==> config.mk <==
export PLATFORM = sky130hd
export DESIGN_NAME = slcd_frame_ctrl
export DESIGN_NICKNAME = d
export VERILOG_FILES = /design/src/slcd_pkg.sv /design/src/slcd_frame_ctrl.sv
export SDC_FILE = /design/constraint.sdc
export NUM_CORES = 1
export LEC_CHECK = 0
export ABC_AREA = 1
export BUFFER_PORTS_ARGS = -buffer_cell sky130_fd_sc_hd__buf_2
export CORE_ASPECT_RATIO = 1.5
export CORE_MARGIN = 2
export CORE_UTILIZATION = 40
export CTS_CLUSTER_SIZE = 28
export DETAILED_ROUTE_END_ITERATION = 10
export MAX_ROUTING_LAYER = met4
export PLACE_DENSITY = 0.75
export SYNTH_ARGS = -nofsm -noshare
export SYNTH_HDL_FRONTEND = slang
export SYNTH_SLANG_ARGS = --single-unit
==> constraint.sdc <==
create_clock -name pclk -period 3.75 [get_ports pclk]
set_clock_uncertainty 0.1 [all_clocks]
set_input_delay 0.1875 -clock pclk [delete_from_list [all_inputs] [get_ports pclk]]
set_output_delay 0.1875 -clock pclk [all_outputs]
set_load 0.01 [all_outputs]
==> src/slcd_pkg.sv <==
package slcd_pkg;
	localparam logic [3:0] ADDR_CTRL_A   = 4'h0;
	localparam logic [3:0] ADDR_CTRL_B   = 4'h4;
	localparam logic [3:0] ADDR_FRAME    = 4'h8;
	localparam logic [3:0] ADDR_STATUS   = 4'hc;
	localparam int A_ENABLE   = 7;
	localparam int A_LOWPWR   = 6;
	localparam int A_FLAG     = 4;
	localparam int A_INTEN    = 3;
	localparam int A_BLANK    = 0;
	localparam logic [7:0] A_WMASK = 8'hc9;
	localparam logic [7:0] B_WMASK = 8'hf7;
	localparam logic [7:0] F_WMASK = 8'h77;
	localparam logic [7:0] CTRL_RESET = 8'h00;
	localparam int B_CLKSEL   = 7;
	localparam int B_HALFBIAS = 6;
	localparam int B_DUTY_LSB = 4;
	localparam int B_PM_LSB   = 0;
	localparam int F_PS_LSB   = 4;
	localparam int F_CD_LSB   = 0;
	localparam int PRESC_W    = 12;
	localparam int K_COUNT_W  = 3;
	localparam logic [2:0] K_STD   = 3'h7;
	localparam logic [2:0] K_THIRD = 3'h5;
	localparam logic [1:0] DUTY_THIRD = 2'h2;
	localparam int SEG_W = 25;
	localparam int COM_W = 4;
endpackage

==> src/slcd_frame_ctrl.sv <==
// Added by the designer: the APB slave port and the placing of the registers.
`timescale 1ns/10ps
module slcd_frame_ctrl
	import slcd_pkg::*;
(
	input  wire logic                pclk,
	input  wire logic                presetn,
	input  wire logic                psel,
	input  wire logic                penable,
	input  wire logic                pwrite,
	input  wire logic [3:0]          paddr,
	input  wire logic [31:0]         pwdata,
	output logic                     pready,
	output logic [31:0]              prdata,
	output logic                     pslverr,
	input  wire logic                ext_clk_pin,
	input  wire logic                global_int_enable,
	input  wire logic                vector_taken,
	output logic                     frame_irq,
	output logic                     frame_start,
	output logic                     lcd_active,
	output logic                     blank_active,
	output logic                     lowpwr_active,
	output logic                     half_bias,
	output logic [COM_W-1:0]         common_terminal_en,
	output logic [SEG_W-1:0]         segment_terminal_en,
	output logic                     prescaled_display_clock
);
	import slcd_pkg::*;

	logic [7:0] ctrl_a, ctrl_b, frame_rate;
	logic [7:0] next_ctrl_a, next_ctrl_b, next_frame_rate;
	logic       ext_s1, ext_s2, ext_s3;
	logic [PRESC_W-1:0] presc, next_presc;
	logic [2:0] div_cnt, next_div_cnt;
	logic [2:0] k_cnt, next_k_cnt;
	logic       odd_frame, next_odd_frame;
	logic       lp_work, next_lp_work;
	logic       bl_work, next_bl_work;
	logic       ps_tick, next_ps_tick;
	logic       next_frame_start, next_irq;
	logic [31:0] next_prdata;
	logic [COM_W-1:0] next_com;
	logic [SEG_W-1:0] next_seg;
	logic       lcd_tick, tap, tap_prev, next_tap_prev, frame_end, wr, rd;
	logic [2:0] k_max;

	// external source passes two flops; third flop only feeds edge detect
	always_ff @(posedge pclk or negedge presetn)
	begin
		if (!presetn)
		begin
			ext_s1 <= 1'b0;
			ext_s2 <= 1'b0;
			ext_s3 <= 1'b0;
		end
		else
		begin
			ext_s1 <= ext_clk_pin;
			ext_s2 <= ext_s1;
			ext_s3 <= ext_s2;
		end
	end

	assign wr = psel && penable && pwrite;
	assign rd = psel && !penable && !pwrite;
	assign lcd_tick = ctrl_b[B_CLKSEL] ? (ext_s2 && !ext_s3) : 1'b1;

	// tap bit of the prescaler; a falling edge of it is one tap period
	always_comb
	begin
		case (frame_rate[F_PS_LSB +: 3])
			3'h0:    tap = presc[3];
			3'h1:    tap = presc[5];
			3'h2:    tap = presc[6];
			3'h3:    tap = presc[7];
			3'h4:    tap = presc[8];
			3'h5:    tap = presc[9];
			3'h6:    tap = presc[10];
			3'h7:    tap = presc[11];
			default: tap = 1'b0;
		endcase
	end

	assign k_max = (ctrl_b[B_DUTY_LSB +: 2] == DUTY_THIRD) ? K_THIRD : K_STD;
	assign frame_end = ps_tick && (k_cnt >= k_max);

	always_comb
	begin
		next_presc = presc;
		next_tap_prev = tap_prev;
		next_div_cnt = div_cnt;
		next_ps_tick = 1'b0;
		next_k_cnt = k_cnt;
		next_odd_frame = odd_frame;
		next_lp_work = lp_work;
		next_bl_work = bl_work;
		next_frame_start = 1'b0;
		if (!ctrl_a[A_ENABLE])
		begin
			next_presc = '0;
			next_tap_prev = 1'b0;
			next_div_cnt = '0;
			next_k_cnt = '0;
			next_odd_frame = 1'b0;
			next_bl_work = 1'b0;
			next_lp_work = ctrl_a[A_LOWPWR];
		end
		else
		begin
			if (lcd_tick)
				next_presc = presc + 1'b1;
			next_tap_prev = tap;
			if (tap_prev && !tap)
			begin
				if (div_cnt >= frame_rate[F_CD_LSB +: 3])
				begin
					next_div_cnt = '0;
					next_ps_tick = 1'b1;
				end
				else
					next_div_cnt = div_cnt + 1'b1;
			end
			if (ps_tick)
				next_k_cnt = frame_end ? 3'h0 : k_cnt + 1'b1;
			if (frame_end)
			begin
				next_odd_frame = !odd_frame;
				// low-power keeps one data set for two frames
				if (!lp_work || odd_frame)
				begin
					next_lp_work = ctrl_a[A_LOWPWR];
					next_bl_work = ctrl_a[A_BLANK];
					next_odd_frame = 1'b0;
					next_frame_start = 1'b1;
				end
			end
		end
	end

	// register writes; hardware set of the flag beats any clear
	always_comb
	begin
		next_ctrl_a = ctrl_a;
		next_ctrl_b = ctrl_b;
		next_frame_rate = frame_rate;
		if (wr && paddr == ADDR_CTRL_A)
		begin
			next_ctrl_a = (pwdata[7:0] & A_WMASK) | (ctrl_a & ~A_WMASK);
			if (pwdata[A_FLAG])
				next_ctrl_a[A_FLAG] = 1'b0;
		end
		if (wr && paddr == ADDR_CTRL_B)
			next_ctrl_b = pwdata[7:0] & B_WMASK;
		if (wr && paddr == ADDR_FRAME)
			next_frame_rate = pwdata[7:0] & F_WMASK;
		if (vector_taken)
			next_ctrl_a[A_FLAG] = 1'b0;
		if (next_frame_start)
			next_ctrl_a[A_FLAG] = 1'b1;
		if (!ctrl_a[A_ENABLE])
			next_ctrl_a[A_FLAG] = next_ctrl_a[A_FLAG] & ~next_frame_start;
	end

	always_comb
	begin
		next_prdata = prdata;
		if (rd)
		begin
			case (paddr)
				ADDR_CTRL_A: next_prdata = {24'h0, ctrl_a};
				ADDR_CTRL_B: next_prdata = {24'h0, ctrl_b};
				ADDR_FRAME:  next_prdata = {24'h0, frame_rate};
				ADDR_STATUS: next_prdata = {29'h0, odd_frame, bl_work, lp_work};
				default:     next_prdata = 32'h0;
			endcase
		end
	end

	assign next_irq = ctrl_a[A_FLAG] && ctrl_a[A_INTEN] && global_int_enable;

	// pins in use as display drivers; the rest stay ordinary port pins
	always_comb
	begin
		next_com = '0;
		next_seg = '0;
		if (ctrl_a[A_ENABLE])
		begin
			case (ctrl_b[B_DUTY_LSB +: 2])
				2'h0:    next_com = 4'h1;
				2'h1:    next_com = 4'h3;
				2'h2:    next_com = 4'h7;
				2'h3:    next_com = 4'hf;
				default: next_com = 4'h0;
			endcase
			case (ctrl_b[B_PM_LSB +: 3])
				3'h0:    next_seg = 25'h0001fff;
				3'h1:    next_seg = 25'h0007fff;
				3'h2:    next_seg = 25'h001ffff;
				3'h3:    next_seg = 25'h007ffff;
				3'h4:    next_seg = 25'h01fffff;
				3'h5:    next_seg = 25'h07fffff;
				3'h6:    next_seg = 25'h0ffffff;
				3'h7:    next_seg = 25'h1ffffff;
				default: next_seg = 25'h0;
			endcase
		end
	end

	always_ff @(posedge pclk or negedge presetn)
	begin
		if (!presetn)
		begin
			ctrl_a <= CTRL_RESET;
			ctrl_b <= CTRL_RESET;
			frame_rate <= CTRL_RESET;
			presc <= '0;
			tap_prev <= 1'b0;
			div_cnt <= '0;
			ps_tick <= 1'b0;
			k_cnt <= '0;
			odd_frame <= 1'b0;
			lp_work <= 1'b0;
			bl_work <= 1'b0;
			frame_start <= 1'b0;
			frame_irq <= 1'b0;
			prdata <= 32'h0;
			pready <= 1'b0;
			pslverr <= 1'b0;
			lcd_active <= 1'b0;
			blank_active <= 1'b0;
			lowpwr_active <= 1'b0;
			half_bias <= 1'b0;
			common_terminal_en <= '0;
			segment_terminal_en <= '0;
			prescaled_display_clock <= 1'b0;
		end
		else
		begin
			ctrl_a <= next_ctrl_a;
			ctrl_b <= next_ctrl_b;
			frame_rate <= next_frame_rate;
			presc <= next_presc;
			tap_prev <= next_tap_prev;
			div_cnt <= next_div_cnt;
			ps_tick <= next_ps_tick;
			k_cnt <= next_k_cnt;
			odd_frame <= next_odd_frame;
			lp_work <= next_lp_work;
			bl_work <= next_bl_work;
			frame_start <= next_frame_start;
			frame_irq <= next_irq;
			prdata <= next_prdata;
			// no wait state: ready registered from the setup phase, high in the first access cycle only
			pready <= psel && !penable;
			pslverr <= 1'b0;
			lcd_active <= ctrl_a[A_ENABLE];
			blank_active <= bl_work && ctrl_a[A_ENABLE];
			lowpwr_active <= lp_work;
			half_bias <= ctrl_b[B_HALFBIAS];
			common_terminal_en <= next_com;
			segment_terminal_en <= next_seg;
			prescaled_display_clock <= next_ps_tick;
		end
	end
endmodule

==> summary.txt <==
Clocking
  – Post-CTS Setup Repair Bufs: 0
  – CTS clk-pin slew, worst paths: 0.05 ns
  – Clk sinks: 69
  – Number of gates resized after CTS: 0
  – H-tree depth: 3
  – Worst skew pair latency: 0.33 ns
  – Clock Path Buffers: 2
  – Clock root buffer master: clkbuf_16
  – CTS tree: done
  – Number of buffers inserted by hold repair at cts: 6
  – Num CTS Buffers: 9

Route
  – Detailed Routing Iterations Pass 1: 4
  – Via/cell ratio: 4.70
  – DR iter-0 viols: around 210
  – Wirelength per Cell: ~12 µm
  – Final wirelength: 7.10 mm
  – Residual DRC: 0
  – Antenna viol nets, final: 0
  – Via count: 2730

Synth
  – Largest area contributor in the netlist: dfrtp_1
  – Async SR Flop Fraction: 100%
  – Post-synth EDFFs: 0
  – Top FF cell, synth: dfrtp_1
  – Post-Syn Instances: between 400 and 500
  – Synth Register Bits: between 60 and 70
  – Top cells by area, synth: dfrtp_1 (49%), nand2_1 (11%), buf_4 (9.4%)
  – Top-area cell type share of the netlist area: 49.4%
  – Syn. warnings: 0
  – Post-Syn Area per Cell: 8.51 µm²
  – Netlist Area Pre-Place: 3500 µm²
  – Part of the Yosys area used for sequential elements: 49.4%
  – Distinct cells, synth: 31

Worst setup path
  – CP Capture Type: flop
  – Crit Path Max Fanout: 3
  – WP data required: 3.92 ns
  – CP startpoint kind: flop
  – Crit. Startpoint: frame_rate[2]
  – WP data arrival: 1.79 ns
  – Crit path kind: flop to flop
  – Worst R2R Start: frame_rate[2]
  – Reg2Reg Depth: 9

STA
  – Fin. Hold Viols: 0
  – Worst-Margin Slew: between 0.9 and 1 ns
  – Total Neg Setup Slack: 0 ns
  – # setup viols final: 0
  – Part of the cycle the worst path needs: 43.3%
  – Slew margin rel.: between 30% and 40%
  – RSZ-0062 raised after global routing: false
  – Max Clk Rate: about 620 MHz
  – Slew Limit Fails: 0
  – Final Critical Period: 1.62 ns

Layout
  – Layout Area Growth over Synthesis: 15.4%
  – Fin util: 47.7%
  – N_diodes: 0
  – Nets@finish: 520
  – Fraction of layout cells with a size suffix above 1: a little under a quarter

Global route
  – Largest net degree at the start of global routing: 45
  – Global-route wire length before repair: 11.8 mm
  – Vias in the first global route: 2599
  – Initial antenna violation count: 0
  – Total GRT Usage: 16.5%
  – Total grt overflow: 0

Placed design
  – IO buf count: 64
  – DP Wirelength: 5.17 mm
  – Routability congestion estimate: roughly 0.9

Die
  – Die H: approximately 120 µm
  – FP Rows: 41
  – Core box area: 8460 µm²
  – Top-Level Pins: 114
  – Die area: 9530 µm²
  – Initial core utilization: 41.3%
  – Chip width: 80.4 µm

Pwr
  – Pleak: 2.19 nW
  – Worst IR drop on VDD: 287 µV
  – Power density over cell area: 458 nW/µm²

Outcome
  – Status: complete, no violations

Min path
  – WHS Path Cells: 3
  – Worst min-delay path category: primary input to flop
  – Hold_sp: pwdata[3]

Run
  – Max-cap violations: 0
[final cells by class]
type	count	area, µm²
Clock inverter	5	33.8
Multi-Input combinational cell	267	1310
Timing Repair Buffer	72	395
Fill cell	798	4430
Inverter	50	188
Tap cell	107	134
Sequential cell	69	1730
Clock buffer	11	253
[layer usage]
metal	wire length [µm]	share of wire [%]	GRT usage (%)	vias to the layer above
li1	-	-	-	1349
met1	2950	42	19.5	1276
met2	3590	51	26.2	91
met3	375	5.3	4.35	14
met4	182	2.6	7.20	0
met5	0	0	-	-
[final timing paths]
check / to / slack (ns)
setup / recovery: div_cnt[1] / 2.13
hold / removal: ctrl_a[3] / 0.02
setup reg to reg: div_cnt[1] / 2.13
hold reg to reg: ext_s2 / 0.27
max in group asynchronous: presc[7] / 2.21
min in group asynchronous: prdata[2] / 0.44
[layout by cell type (no fill, tap or decap), drive strengths merged, types with 2 or more instances in the layout]
master,instances
a21oi,10
buf,66
clkbuf,11
clkinv,2
clkinvlp,2
conb,25
dfrtp,69
dlygate4sd3,6
ha,7
inv,51
nand2,110
nand3,26
nand4,4
nor2,34
nor3,6
o211ai,2
o21ai,33
o22ai,2
o31ai,2
[cell usage after synthesis (all sizes together) (2+ instances only)]
library cell,number
buf,48
nor2,34
ha,7
dfrtp,69
nand3,26
inv,50
o211ai,2
nor3,6
nand2,110
o21ai,33
a21oi,10
o31ai,2
o22ai,2
nand4,4
[stage by stage]
step | hold WS [ns] | instances | total power, W | setup WS (ns) | area [µm²]
floorplan | -0.208 | 435 | 0.00102 | 2.33 | 3590
global placement | 0.211 | 559 | 0.00105 | 2.18 | 3690
detailed placement | 0.199 | 559 | 0.00106 | 2.14 | 3690
CTS | 0.00878 | 581 | 0.00187 | 2.12 | 4040
global route | 0.0504 | 581 | 0.00194 | 1.96 | 4040
finish | 0.0162 | 581 | 0.00185 | 2.13 | 4040
[worst max-delay path: stages (launching register included)]
cell and delay, ns:
dfrtp_1 0.40, inv_1 0.06, ha_1 0.33, a21oi_1 0.18
nand3_1 0.15, inv_1 0.10, nand2_1 0.05, nor2_1 0.08
nand2_1 0.06, nand2_1 0.05
[sequential cells by signal, indices dropped and copies added, names as in the netlist, 3 cells and up]
register / flops
common_terminal_en: 3
ctrl_a: 5
ctrl_b: 7
div_cnt: 3
frame_rate: 6
k_cnt: 3
prdata: 8
presc: 12
segment_terminal_en: 8
[cells by family after synthesis]
family | count (synthesis) | share of synthesized area [%]
buffers and inverters | 99 | 15.8
AND/OR/NAND/NOR | 182 | 22.5
XOR/XNOR | 2 | 0.501
adder cells (fa/ha/maj) | 7 | 2.50
other | 1 | 0.107
flip-flops | 69 | 49.4
AO/OA/AOI/OAI | 51 | 9.19
[power by group]
part | leakage, nW | switching, W | total, W | internal [W]
combinational | 1.11 | 0.000148 | 0.000226 | 0.0000782
sequential | 0.936 | 0.0000392 | 0.000828 | 0.000789
clock | 0.138 | 0.000311 | 0.000794 | 0.000483
total | 2.19 | 0.000499 | 0.00185 | 0.00135
No activity file was read; power rests on OpenSTA's default activity.
